<file path="config.mk">
export PLATFORM = sky130hd
export DESIGN_NAME = bixt_ctl_flat
export DESIGN_NICKNAME = d
export VERILOG_FILES = /design/src/rtl/bixt_pkg.sv /design/src/rtl/bixt_if.sv /design/src/rtl/bixt_ctl.sv /design/src/flat_wrapper.sv
export VERILOG_INCLUDE_DIRS = /design/src /design/src/rtl
export SDC_FILE = /design/constraint.sdc
export NUM_CORES = 1
export LEC_CHECK = 0
export BUFFER_PORTS_ARGS = -buffer_cell sky130_fd_sc_hd__buf_2
export CAP_MARGIN = 20
export CORE_MARGIN = 5
export CORE_UTILIZATION = 45
export DETAILED_ROUTE_END_ITERATION = 7
export PLACE_DENSITY = 0.76
export REMOVE_ABC_BUFFERS = 1
export SETUP_SLACK_MARGIN = 0.05
export SKIP_CTS_REPAIR_TIMING = 1
export SLEW_MARGIN = 25
export SYNTH_ARGS = -nofsm -noshare
export SYNTH_HDL_FRONTEND = slang
export SYNTH_SLANG_ARGS = --single-unit
</file>
<file path="constraint.sdc">
create_clock -name pclk -period 2.6 [get_ports pclk]
set_input_delay 0.26 -clock pclk [delete_from_list [all_inputs] [get_ports pclk]]
set_output_delay 0.26 -clock pclk [all_outputs]
set_load 0.005 [all_outputs]
</file>
<file path="src/rtl/bixt_params.svh">
// constants and rule summary for the board interconnect xnor test block
// Function
// - entry only before first page close
// - enter on column strobe fall, cs/pd low
// - exit on first column strobe rise
// - controller disables outputs before exit
// - drive xnor values when enable condition met
// - outputs are static function of pins
// - data 0..10 are row xnor address
// - data 11..20 row xnor bank/mask/clk/we
// - data 21..31 address0 xnor address/bank0
// - strobes 0..3 address0 xnor bank/mask
// - outputs high impedance unless enabled
// - controller issues no page close during test
// - power-down low, wait 100 us first
// - wait 10 ns after entry
// - wait 10 ns after exit
// - test sequence is optional
// - 200 us stable clock, nop, power-down high (controller holds power-down low until the page close)
// - close pages, ext set, dll reset, lock
// - two refreshes and final mode set
`ifndef BIXT_PARAMS_SVH
`define BIXT_PARAMS_SVH
`define BIXT_CLK_NS          8
`define BIXT_PWR_WAIT_NS     100000
`define BIXT_PATTERN_WAIT_NS 10
`define BIXT_EXIT_WAIT_NS    10
`define BIXT_CLK_WAIT_NS     200000
`define BIXT_PWR_CYC   ((`BIXT_PWR_WAIT_NS + `BIXT_CLK_NS - 1) / `BIXT_CLK_NS)
`define BIXT_PAT_CYC   ((`BIXT_PATTERN_WAIT_NS + `BIXT_CLK_NS - 1) / `BIXT_CLK_NS)
`define BIXT_EXIT_CYC  ((`BIXT_EXIT_WAIT_NS + `BIXT_CLK_NS - 1) / `BIXT_CLK_NS)
`define BIXT_CLKW_CYC  ((`BIXT_CLK_WAIT_NS + `BIXT_CLK_NS - 1) / `BIXT_CLK_NS)
`define BIXT_LOCK_CYC  400
`define BIXT_REFRESHES 2
`define BIXT_REG_CTRL   12'h000
`define BIXT_REG_STAT   12'h004
`define BIXT_REG_PAT    12'h008
`define BIXT_REG_DATA   12'h00C
`define BIXT_REG_STRB   12'h010
`define BIXT_CTRL_START 0
`define BIXT_CTRL_SKIP  1
`endif

</file>
<file path="src/rtl/bixt_pkg.sv">
// types shared by both ends of the interconnect test link
package bixt_pkg;
	typedef enum logic [1:0] {
		BIXT_CMD_NOP  = 2'h0,
		BIXT_CMD_PC   = 2'h1,
		BIXT_CMD_PCA  = 2'h2,
		BIXT_CMD_OTHER = 2'h3
	} bixt_cmd_t;
	typedef enum logic [3:0] {
		BIXT_S_IDLE   = 4'h0,
		BIXT_S_PWR    = 4'h1,
		BIXT_S_ENTER  = 4'h3,
		BIXT_S_PAT    = 4'h2,
		BIXT_S_DIS    = 4'h6,
		BIXT_S_EXIT   = 4'h7,
		BIXT_S_EWAIT  = 4'h5,
		BIXT_S_CLKW   = 4'h4,
		BIXT_S_PCA    = 4'hC,
		BIXT_S_EXT_MODE_SET_CMD   = 4'hD,
		BIXT_S_MRS    = 4'hF,
		BIXT_S_LOCK   = 4'hE,
		BIXT_S_REF    = 4'hA,
		BIXT_S_MRSF   = 4'hB,
		BIXT_S_DONE   = 4'h9
	} bixt_state_t;
endpackage
</file>
<file path="src/rtl/bixt_if.sv">
// pin bundle between memory device and test controller
`timescale 1ns/1ps
`default_nettype none
interface bixt_if;
	logic        cas_n;
	logic        ras_n;
	logic        cs_n;
	logic        we_n;
	logic        power_down_n;
	logic [10:0] addr;
	logic [2:0]  bank;
	logic [3:0]  byte_mask;
	logic        clk_t;
	logic        clk_c;
	logic [1:0]  cmd;
	logic [31:0] dq_o;
	logic [31:0] dq_oe;
	logic [3:0]  dqs_o;
	logic [3:0]  dqs_oe;
	modport dev (input cas_n, ras_n, cs_n, we_n, power_down_n, addr, bank,
		byte_mask, clk_t, clk_c, cmd, output dq_o, dq_oe, dqs_o, dqs_oe);
	modport ctl (output cas_n, ras_n, cs_n, we_n, power_down_n, addr, bank,
		byte_mask, clk_t, clk_c, cmd, input dq_o, dq_oe, dqs_o, dqs_oe);
endinterface
`default_nettype wire

</file>
<file path="src/rtl/bixt_ctl.sv">
// controller end: apb-driven test sequence and power-on init
`timescale 1ns/1ps
`default_nettype none
`include "bixt_params.svh"
module bixt_ctl
#(
	parameter int PWR_CYC  = `BIXT_PWR_CYC,
	parameter int CLKW_CYC = `BIXT_CLKW_CYC,
	parameter int LOCK_CYC = `BIXT_LOCK_CYC
)
(
	input  wire logic        pclk,
	input  wire logic        presetn,
	input  wire logic        psel,
	input  wire logic        penable,
	input  wire logic        pwrite,
	input  wire logic [11:0] paddr,
	input  wire logic [31:0] pwdata,
	output logic      [31:0] prdata,
	output logic             pready,
	output logic             pslverr,
	bixt_if.ctl              pins
);
	// counters load these values; a count below one is flagged as an error at elaboration
	if (PWR_CYC < 1 || CLKW_CYC < 1 || LOCK_CYC < 1)
	begin : g_bad_counts
		$error("bixt_ctl: counts must be at least one");
	end

	bixt_pkg::bixt_state_t st, next_st;
	logic [31:0] cnt, next_cnt;
	logic [18:0] pat, next_pat;
	logic [31:0] cap_dq, next_cap_dq;
	logic [3:0]  cap_dqs, next_cap_dqs;
	logic [31:0] next_prdata;
	logic        next_pslverr;
	logic        start, skip;
	logic        cas_n, cs_n, pd_n;
	logic [1:0]  cmd;
	logic        acc, wr;

	assign acc   = psel && penable;
	assign wr    = acc && pwrite && paddr == `BIXT_REG_CTRL;
	assign start = wr && pwdata[`BIXT_CTRL_START];
	assign skip  = pwdata[`BIXT_CTRL_SKIP];

	// sequencer and apb register next values
	always_comb
	begin
		next_st      = st;
		next_cnt     = (cnt == 32'h0) ? 32'h0 : cnt - 32'h1;
		next_pat     = pat;
		next_cap_dq  = cap_dq;
		next_cap_dqs = cap_dqs;
		next_prdata  = prdata;
		next_pslverr = 1'b0;
		if (acc && pwrite && paddr == `BIXT_REG_PAT)
			next_pat = pwdata[18:0];
		// answer built in setup so it stands together with pready
		if (psel && !penable && !pwrite)
		begin
			if (paddr == `BIXT_REG_STAT)
				next_prdata = {28'h0, st};
			else if (paddr == `BIXT_REG_PAT)
				next_prdata = {13'h0, pat};
			else if (paddr == `BIXT_REG_DATA)
				next_prdata = cap_dq;
			else if (paddr == `BIXT_REG_STRB)
				next_prdata = {28'h0, cap_dqs};
			else if (paddr == `BIXT_REG_CTRL)
				next_prdata = 32'h0;
			else
			begin
				next_prdata  = 32'h0;
				next_pslverr = 1'b1;
			end
		end
		else if (psel && !penable && paddr != `BIXT_REG_CTRL &&
			paddr != `BIXT_REG_PAT)
			next_pslverr = 1'b1;
		case (st)
			bixt_pkg::BIXT_S_IDLE:
				if (start)
				begin
					next_st  = bixt_pkg::BIXT_S_PWR;
					next_cnt = 32'(PWR_CYC);
					if (skip)
						next_st = bixt_pkg::BIXT_S_CLKW;
					if (skip)
						next_cnt = 32'(CLKW_CYC);
				end
			bixt_pkg::BIXT_S_PWR:
				if (cnt == 32'h0)
				begin
					next_st  = bixt_pkg::BIXT_S_ENTER;
					next_cnt = 32'(`BIXT_PAT_CYC);
				end
			bixt_pkg::BIXT_S_ENTER:
				if (cnt == 32'h0)
				begin
					next_st  = bixt_pkg::BIXT_S_PAT;
					next_cnt = 32'h2;
				end
			bixt_pkg::BIXT_S_PAT:
				if (cnt == 32'h0)
				begin
					next_cap_dq  = pins.dq_o;
					next_cap_dqs = pins.dqs_o;
					next_st      = bixt_pkg::BIXT_S_DIS;
				end
			bixt_pkg::BIXT_S_DIS:
				next_st = bixt_pkg::BIXT_S_EXIT;
			bixt_pkg::BIXT_S_EXIT:
			begin
				next_st  = bixt_pkg::BIXT_S_EWAIT;
				next_cnt = 32'(`BIXT_EXIT_CYC);
			end
			bixt_pkg::BIXT_S_EWAIT:
				if (cnt == 32'h0)
				begin
					next_st  = bixt_pkg::BIXT_S_CLKW;
					next_cnt = 32'(CLKW_CYC);
				end
			bixt_pkg::BIXT_S_CLKW:
				if (cnt == 32'h0)
					next_st = bixt_pkg::BIXT_S_PCA;
			bixt_pkg::BIXT_S_PCA:
				next_st = bixt_pkg::BIXT_S_EXT_MODE_SET_CMD;
			bixt_pkg::BIXT_S_EXT_MODE_SET_CMD:
				next_st = bixt_pkg::BIXT_S_MRS;
			bixt_pkg::BIXT_S_MRS:
			begin
				next_st  = bixt_pkg::BIXT_S_LOCK;
				next_cnt = 32'(LOCK_CYC);
			end
			bixt_pkg::BIXT_S_LOCK:
				if (cnt == 32'h0)
				begin
					next_st  = bixt_pkg::BIXT_S_REF;
					next_cnt = 32'(`BIXT_REFRESHES - 1);
				end
			bixt_pkg::BIXT_S_REF:
				if (cnt == 32'h0)
					next_st = bixt_pkg::BIXT_S_MRSF;
			bixt_pkg::BIXT_S_MRSF:
				next_st = bixt_pkg::BIXT_S_DONE;
			default:
				next_st = st;
		endcase
	end

	// pin levels per state; page close never while test mode is live
	always_comb
	begin
		cas_n = 1'b1;
		cs_n  = 1'b1;
		pd_n  = 1'b0;
		cmd   = bixt_pkg::BIXT_CMD_NOP;
		case (next_st)
			bixt_pkg::BIXT_S_ENTER:
			begin
				cas_n = 1'b0;
				cs_n  = 1'b0;
			end
			bixt_pkg::BIXT_S_PAT:
			begin
				cas_n = 1'b0;
				cs_n  = 1'b0;
				pd_n  = 1'b1;
			end
			bixt_pkg::BIXT_S_DIS:
				cas_n = 1'b0; // cs high turns outputs off
			bixt_pkg::BIXT_S_IDLE, bixt_pkg::BIXT_S_PWR,
			bixt_pkg::BIXT_S_EXIT, bixt_pkg::BIXT_S_EWAIT,
			bixt_pkg::BIXT_S_CLKW:
				pd_n = 1'b0;
			bixt_pkg::BIXT_S_PCA:
			begin
				pd_n = 1'b1;
				cmd  = bixt_pkg::BIXT_CMD_PCA;
			end
			default:
			begin
				pd_n = 1'b1;
				cmd  = bixt_pkg::BIXT_CMD_OTHER;
			end
		endcase
		if (next_st == bixt_pkg::BIXT_S_LOCK || next_st == bixt_pkg::BIXT_S_DONE)
			cmd = bixt_pkg::BIXT_CMD_NOP;
	end

	// registered pins and bus answer
	always_ff @(posedge pclk or negedge presetn)
	begin
		if (!presetn)
		begin
			st                <= bixt_pkg::BIXT_S_IDLE;
			cnt               <= 32'h0;
			pat               <= 19'h0;
			cap_dq            <= 32'h0;
			cap_dqs           <= 4'h0;
			prdata            <= 32'h0;
			pslverr           <= 1'b0;
			pready            <= 1'b0;
			pins.cas_n        <= 1'b1;
			pins.cs_n         <= 1'b1;
			pins.power_down_n <= 1'b0;
			pins.cmd          <= 2'h0;
			{pins.ras_n, pins.addr, pins.bank, pins.byte_mask,
				pins.clk_t, pins.clk_c, pins.we_n} <= 22'h0;
		end
		else
		begin
			st                <= next_st;
			cnt               <= next_cnt;
			pat               <= next_pat;
			cap_dq            <= next_cap_dq;
			cap_dqs           <= next_cap_dqs;
			prdata            <= next_prdata;
			pslverr           <= next_pslverr;
			pready            <= psel && !penable; // no wait states
			pins.cas_n        <= cas_n;
			pins.cs_n         <= cs_n;
			pins.power_down_n <= pd_n;
			pins.cmd          <= cmd;
			{pins.ras_n, pins.addr, pins.bank, pins.byte_mask,
				pins.clk_t, pins.clk_c, pins.we_n} <= {pat, 3'h0};
		end
	end
endmodule // bixt_ctl
`default_nettype wire

</file>
<file path="src/flat_wrapper.sv">
// flat-port wrapper written by rule: the top's interface ports become plain ports
module bixt_ctl_flat 
#(
	parameter int PWR_CYC  = `BIXT_PWR_CYC,
	parameter int CLKW_CYC = `BIXT_CLKW_CYC,
	parameter int LOCK_CYC = `BIXT_LOCK_CYC
)
  (pclk, presetn, psel, penable, pwrite, paddr, pwdata, prdata, pready, pslverr, pins_cas_n, pins_ras_n, pins_cs_n, pins_we_n, pins_power_down_n, pins_addr, pins_bank, pins_byte_mask, pins_clk_t, pins_clk_c, pins_cmd, pins_dq_o, pins_dq_oe, pins_dqs_o, pins_dqs_oe);
  bixt_if pins_i ();
  input  wire logic pclk;
  input  wire logic presetn;
  input  wire logic psel;
  input  wire logic penable;
  input  wire logic pwrite;
  input  wire logic [11:0] paddr;
  input  wire logic [31:0] pwdata;
  output logic      [31:0] prdata;
  output logic pready;
  output logic pslverr;
  output wire logic [$bits(pins_i.cas_n)-1:0] pins_cas_n;
  output wire logic [$bits(pins_i.ras_n)-1:0] pins_ras_n;
  output wire logic [$bits(pins_i.cs_n)-1:0] pins_cs_n;
  output wire logic [$bits(pins_i.we_n)-1:0] pins_we_n;
  output wire logic [$bits(pins_i.power_down_n)-1:0] pins_power_down_n;
  output wire logic [$bits(pins_i.addr)-1:0] pins_addr;
  output wire logic [$bits(pins_i.bank)-1:0] pins_bank;
  output wire logic [$bits(pins_i.byte_mask)-1:0] pins_byte_mask;
  output wire logic [$bits(pins_i.clk_t)-1:0] pins_clk_t;
  output wire logic [$bits(pins_i.clk_c)-1:0] pins_clk_c;
  output wire logic [$bits(pins_i.cmd)-1:0] pins_cmd;
  input wire logic [$bits(pins_i.dq_o)-1:0] pins_dq_o;
  input wire logic [$bits(pins_i.dq_oe)-1:0] pins_dq_oe;
  input wire logic [$bits(pins_i.dqs_o)-1:0] pins_dqs_o;
  input wire logic [$bits(pins_i.dqs_oe)-1:0] pins_dqs_oe;
  assign pins_cas_n = pins_i.cas_n;
  assign pins_ras_n = pins_i.ras_n;
  assign pins_cs_n = pins_i.cs_n;
  assign pins_we_n = pins_i.we_n;
  assign pins_power_down_n = pins_i.power_down_n;
  assign pins_addr = pins_i.addr;
  assign pins_bank = pins_i.bank;
  assign pins_byte_mask = pins_i.byte_mask;
  assign pins_clk_t = pins_i.clk_t;
  assign pins_clk_c = pins_i.clk_c;
  assign pins_cmd = pins_i.cmd;
  assign pins_i.dq_o = pins_dq_o;
  assign pins_i.dq_oe = pins_dq_oe;
  assign pins_i.dqs_o = pins_dqs_o;
  assign pins_i.dqs_oe = pins_dqs_oe;
  bixt_ctl #(.PWR_CYC(PWR_CYC), .CLKW_CYC(CLKW_CYC), .LOCK_CYC(LOCK_CYC)) u_core (.pclk(pclk), .presetn(presetn), .psel(psel), .penable(penable), .pwrite(pwrite), .paddr(paddr), .pwdata(pwdata), .prdata(prdata), .pready(pready), .pslverr(pslverr), .pins(pins_i));
endmodule
</file>
Yosys cells after proc, flatten, opt, wreduce, memory -nomap -nowiden --
Cells that the tools add are included.
Cells by class: equal/unequal tests 28, mux-type cells 33, reductions and logical operators 23, add/subtract/negate cells 1
Operators with widths (count):
- $mux 32 | 8
- $pmux 32 s6 | 1
- $pmux 4 s14 | 1
- $eq 4x4->1 const B | 9
- $mux 4 | 9
- $eq 4x3->1 const B | 8
- $logic_not 32->1 | 1
- $sub 32x1->32 const B | 1
- $eq 12x4->1 const B | 2
- $eq 4x2->1 const B | 4
- $mux 15 | 1
- $eq 12x3->1 const B | 1
- $eq 12x5->1 const B | 1
- $logic_not 12->1 | 1
- $ne 12x4->1 const B | 1
- $reduce_bool 12->1 | 1
- $mux 1 | 10
- $logic_and 1x1->1 | 9
- $eq 4x1->1 const B | 2
- $logic_not 4->1 | 2
- $reduce_or 8->1 | 1
- $reduce_or 7->1 | 1
- $pmux 2 s2 | 1
- $reduce_or 2->1 | 2
- 6 further kinds | 7
Storage, ports and cells: output and inout port bits 61, input bits 121, flip-flop bits (word level) 149, logic and storage cells 101

Depth between registers and ports, before layout --
depth in word-level cells 10, gate-level depth with buffers 10, gate-level depth less buffers 9

Worst setup path after synthesis --
Ideal clock, no wire load.
path type reg2reg, start point register u_core.cnt[0], end point register u_core.pins.cmd[1] (netlist name), setup slack -0.199 ns, library setup time 0.150 ns, buffers on the path 1, arrival time 2.649 ns, data required time 2.450 ns, clock period less this slack 2.799 ns, stages on the path, launching flop included 10, cell sequence dfrtp_1 -> inv_1 -> ha_1 -> or4b_2 -> or2_2 -> or4_4 -> buf_6 -> o211a_1 -> a211oi_2 -> a211oi_1
Between the ends: word-level cells in the longest chain between the ends 7, elaborated cells on any way between the ends 24, classes of those cells eq/ne: 10; mux: 10; reduce/logical: 4
Ends and longest elaborated chain:
- start, declared | RTL line bixt_ctl.sv:31 | logic [31:0] cnt, next_cnt;
- start signal, assigned | RTL line bixt_ctl.sv:215 | cnt <= next_cnt;
- $logic_not 32->1 *
- $mux 4, or another cell as far along | RTL line bixt_ctl.sv:143 | if (cnt == 32'h0)
- $pmux 4 s14 * | RTL line bixt_ctl.sv:81 | case (st)
- $eq 4x2->1, or another cell as far along | RTL line bixt_ctl.sv:159 | case (next_st)
- $reduce_or 8->1 (no source line)
- $pmux 2 s2 | RTL line bixt_ctl.sv:159
- $mux 2 * | RTL line bixt_ctl.sv:188 | if (next_st == bixt_pkg::BIXT_S_LOCK || next_st == bixt_pkg::BIXT_S_DONE)
- net u_core.cmd[1] | RTL line bixt_ctl.sv:39 | logic [1:0] cmd;
- end, declared | RTL line bixt_if.sv:23 | byte_mask, clk_t, clk_c, cmd, input dq_o, dq_oe, dqs_o, dqs_oe);
Mark *: on every way through the listed nets, which the timed path passes. The rest lies on a longest branch. A chain may end at the register's enable or synchronous reset.

Final worst setup path --
start point register u_core.cnt[0], end point register u_core.cap_dq[3]
Between the ends: word-level cells in the longest chain between the ends 2
Ends and longest elaborated chain:
- $logic_not 32->1 | RTL line bixt_ctl.sv:105 | if (cnt == 32'h0)
- $reduce_and 2->1 (no source line)
- end signal, assigned | RTL line bixt_ctl.sv:217 | cap_dq <= next_cap_dq;
- end, declared | RTL line bixt_ctl.sv:33 | logic [31:0] cap_dq, next_cap_dq;
No other way between the ends.

==> flow_summary_export.csv <==
group,metric,value,unit
detailed_routing,ant_nets,0,
timing,setup_viol_count_final,38,
detailed_routing,drt-pass1-iter-count,6,
clock_network,cts_buffers,17,
timing,fin_ws,-98.51,ps
clock_network,clk_pin_slew_worst_paths,60,ps
detailed_routing,wirelength,17620,um
logic_synthesis,syn_area,6291,um2
finish,finalInstanceArea,8426,um2
pwr,ir_worst_vdd,0.5188,mV
detailed_routing,routedWlPerCell,19.41,um
floorplanning,start_util,0.4568,
logic_synthesis,synth_seq_cells,149,
logic_synthesis,ys_seq_area_frac,0.5931,
clock_network,cts_tree,"built",
setup_path,worstPathArrival,2990,ps
finish,syn2layout_area_growth,33.93,%
placement,dp.final_hpwl,10990,um
timing,timing.fmax,370.6,MHz
pwr,p_per_area,587.7,nW/um2
setup_path,crit_chain,"inv_2, ha_4, or4b_4, buf_6, nor4_4, nand4bb_1, nor3_4, buf_6, clkbuf_16, mux2_2",
setup_path,crit_type,"reg2reg",
logic_synthesis,synth_edf_count,0,
clock_network,cts_sinks,149,
clock_network,cts_root_buf,"clkbuf_16",
grt,grt_pass1_vias,5088,
floorplanning,die_area,16440,um2
run_status,outcome,"finished, violations left",
timing,rsz0062_at_grt,"yes",
setup_path,reg2reg_slack,-100,ps
grt,grt_max_degree,67,
logic_synthesis,avgSynthCellArea,11.54,um2
worst_hold_path,hp-class,"in2reg",
timing,relSlewSlack,0.4694,
detailed_routing,drc,0,
floorplanning,core-area,13770,um2
logic_synthesis,ys_types,53,
detailed_routing,vias,5043,
finish,diodes,0,
placement,place.gp.congestion,0.8517,
timing,hold_viol,0,
setup_path,max_stage_delay,460,ps
floorplanning,fp.dieW,128.2,um
floorplanning,io_pins,182,
run_status,violations,"setup timing",
pwr,p_total,4.952,mW
setup_path,cp_common_cell,"buf_6",
placement,post-place-ws,-207.8,ps
clock_network,htree_num_levels,4,
grt,grt_pass1_wl,25530,um
finish,drive_above_1_share,0.4203,
placement,io_buffer_count,129,
detailed_routing,drt-initial-drc-count,340,
grt,grt.total_usage,0.1970,
placement,dpl_cell_area,7387,um2
clock_network,clk-insertion-delay-late,420,ps
grt,grt_overflow,0,
setup_path,critPathLaunchType,"flip-flop",
setup_path,crit_path_max_fanout,7,
flow_run,maxCapViolCount,0,
setup_path,crit_required,2900,ps
pwr,cellLeakagePower,4.215,nW
floorplanning,die_h,128.2,um
floorplanning,rows,43,
logic_synthesis,yosys_warnings,0,
timing,tightestPinTransition,795.9,ps
grt,antenna_found_initial,1,
logic_synthesis,synthArstFlopShare,1.000,
logic_synthesis,ys.flop_type,"dfrtp_1",
setup_path,critPathSlowestCell,"or4b_4",
timing,period_needed,2699,ps
clock_network,cts_buffer_depth,2,
finish,fill_cells,1070,
timing,clock_skew,6.695,ps
logic_synthesis,syn-instance-count,545,
timing,final_max_slew_viol_count,0,
finish,fin_nets,839,
setup_path,end_kind,"flip-flop",
detailed_routing,vias_per_cell,5.554,
timing,fin_crit_sh,1.038,
-- cell families after synthesis --
family                   Yosys count  share of synthesized area
AND/OR/NAND/NOR                  189                     0.1500
XOR/XNOR                          28                    0.03898
adder cells (fa/ha/maj)            2                   0.003977
buffers and inverters             40                    0.02844
AO/OA/AOI/OAI                     79                    0.08294
multiplexers                      57                     0.1020
flip-flops                       149                     0.5931
other                              1                  0.0005961
-- worst paths after layout --
| kind | start | endpoint | cells after the start |
|---|---|---|---|
| setup reg to reg | u_core.cnt[0] | u_core.cap_dq[3] | 10 |
| max in group asynchronous | presetn | u_core.cap_dq[22] | 3 |
| setup / recovery | u_core.cnt[0] | u_core.cap_dq[3] | 10 |
| min in group asynchronous | presetn | u_core.pins.byte_mask[0] | 2 |
| hold / removal | pins_dq_o[13] | u_core.cap_dq[13] | 2 |
| hold reg to reg | u_core.pat[2] | u_core.pins.byte_mask[2] | 0 |
-- flip-flops by register name, summed over array words and instances (netlist names), 2 cells and up --
signal	flops
u_core.cap_dq	32
u_core.st	4
u_core.prdata	32
u_core.cnt	32
u_core.cap_dqs	4
u_core.pins.cmd	2
u_core.pins.bank	3
u_core.pat	19
u_core.pins.addr	11
u_core.pins.byte_mask	4
-- area by class of cell --
cell class / count / area, um2 / share of cell area
Sequential cell: 149 / 3731 / 0.4428
Timing Repair Buffer: 184 / 1202 / 0.1427
Multi-Input combinational cell: 358 / 2644 / 0.3138
Inverter: 6 / 25.02 / 0.002970
Tap cell: 180 / 225.2 / 0.02673
Clock inverter: 12 / 155.1 / 0.01841
Clock buffer: 19 / 442.9 / 0.05257
-- metrics by stage --
stage | util | setup TNS (ps) | std cells | hold WS [ps]
3_5_place_dp | 0.5363 | -9464 | 867 | 296.2
4_1_cts | 0.5798 | -11230 | 898 | -143.4
2_1_floorplan | - | -27480 | 513 | -35.59
5_1_grt | 0.6117 | -5108 | 908 | 65.53
6_report | 0.6117 | -2401 | 908 | 70.97
3_3_place_gp | 0.5363 | -7247 | 867 | 281.9
-- worst max-delay path, delay by kind of cell, from the launching register on --
kind                       cells  cell delay [ps]
and+or+nand+nor                4             1180
buffers and inverters          4              540
DFF                            1              390
muxes                          1              330
adders and majority gates      1              120
-- where the power goes --
| group | internal (mW) | leakage (nW) | total, mW | switching [mW] |
|---|---|---|---|---|
| logic | 0.0581 | 1.89 | 0.153 | 0.0947 |
| clock network | 1.53 | 0.289 | 2.47 | 0.943 |
| registers | 2.32 | 2.04 | 2.33 | 0.00213 |
| total | 3.91 | 4.21 | 4.95 | 1.04 |
-- cell usage after synthesis, types with 2 or more instances --
| library cell | n | area, um2 |
|---|---|---|
| or4_1 | 4 | 30.03 |
| nor4_1 | 13 | 81.33 |
| nand3_1 | 26 | 130.1 |
| o21ai_0 | 30 | 150.1 |
| ha_1 | 2 | 25.02 |
| a41oi_1 | 2 | 17.52 |
| buf_4 | 3 | 22.52 |
| and3_1 | 3 | 18.77 |
| nand4_1 | 2 | 12.51 |
| nand2_1 | 60 | 225.2 |
| o211ai_1 | 4 | 30.03 |
| xor2_1 | 10 | 87.58 |
| nor3_1 | 14 | 70.07 |
| a22oi_1 | 18 | 135.1 |
| a211oi_1 | 4 | 30.03 |
| or4_4 | 2 | 22.52 |
| a221oi_1 | 4 | 35.03 |
| nand2b_1 | 3 | 18.77 |
| or3_1 | 3 | 18.77 |
| dfrtp_1 | 147 | 3679 |
| mux2_2 | 56 | 630.6 |
| xnor2_1 | 18 | 157.7 |
| nand3b_1 | 5 | 37.54 |
| dfstp_2 | 2 | 52.55 |
| nand4b_1 | 2 | 17.52 |
| or2_2 | 3 | 18.77 |
| o21a_1 | 2 | 15.01 |
| nor2b_1 | 6 | 37.54 |
| a21oi_1 | 4 | 20.02 |
| inv_1 | 6 | 22.52 |
| buf_2 | 8 | 40.04 |
| clkbuf_1 | 22 | 82.58 |
| and2_1 | 3 | 18.77 |
| nor2_1 | 35 | 131.4 |
-- layout by cell type (no fill, tap or decap), types with 5 or more instances in the layout --
cell type / count
clkbuf_16: 20
or4_4: 5
mux2_4: 27
o21ai_2: 5
a22oi_1: 18
nor2_1: 35
xnor2_1: 18
buf_2: 128
nand3b_1: 5
xor2_1: 10
nor3_1: 11
buf_6: 9
mux2_2: 30
nor4_1: 10
nor2b_1: 5
nand3_1: 25
buf_4: 38
o21ai_0: 22
nand2_1: 59
dfrtp_1: 147
-- per-layer routing --
metal | up-vias | global-route usage | part of all wire
met5 | - | 0 | 0.00062
met4 | 2 | 0.07054 | 0.031
li1 | 2269 | - | -
met1 | 2504 | 0.2372 | 0.39
met2 | 221 | 0.3215 | 0.50
met3 | 47 | 0.07750 | 0.083
Note: power is estimated with default switching activity, not from simulation.
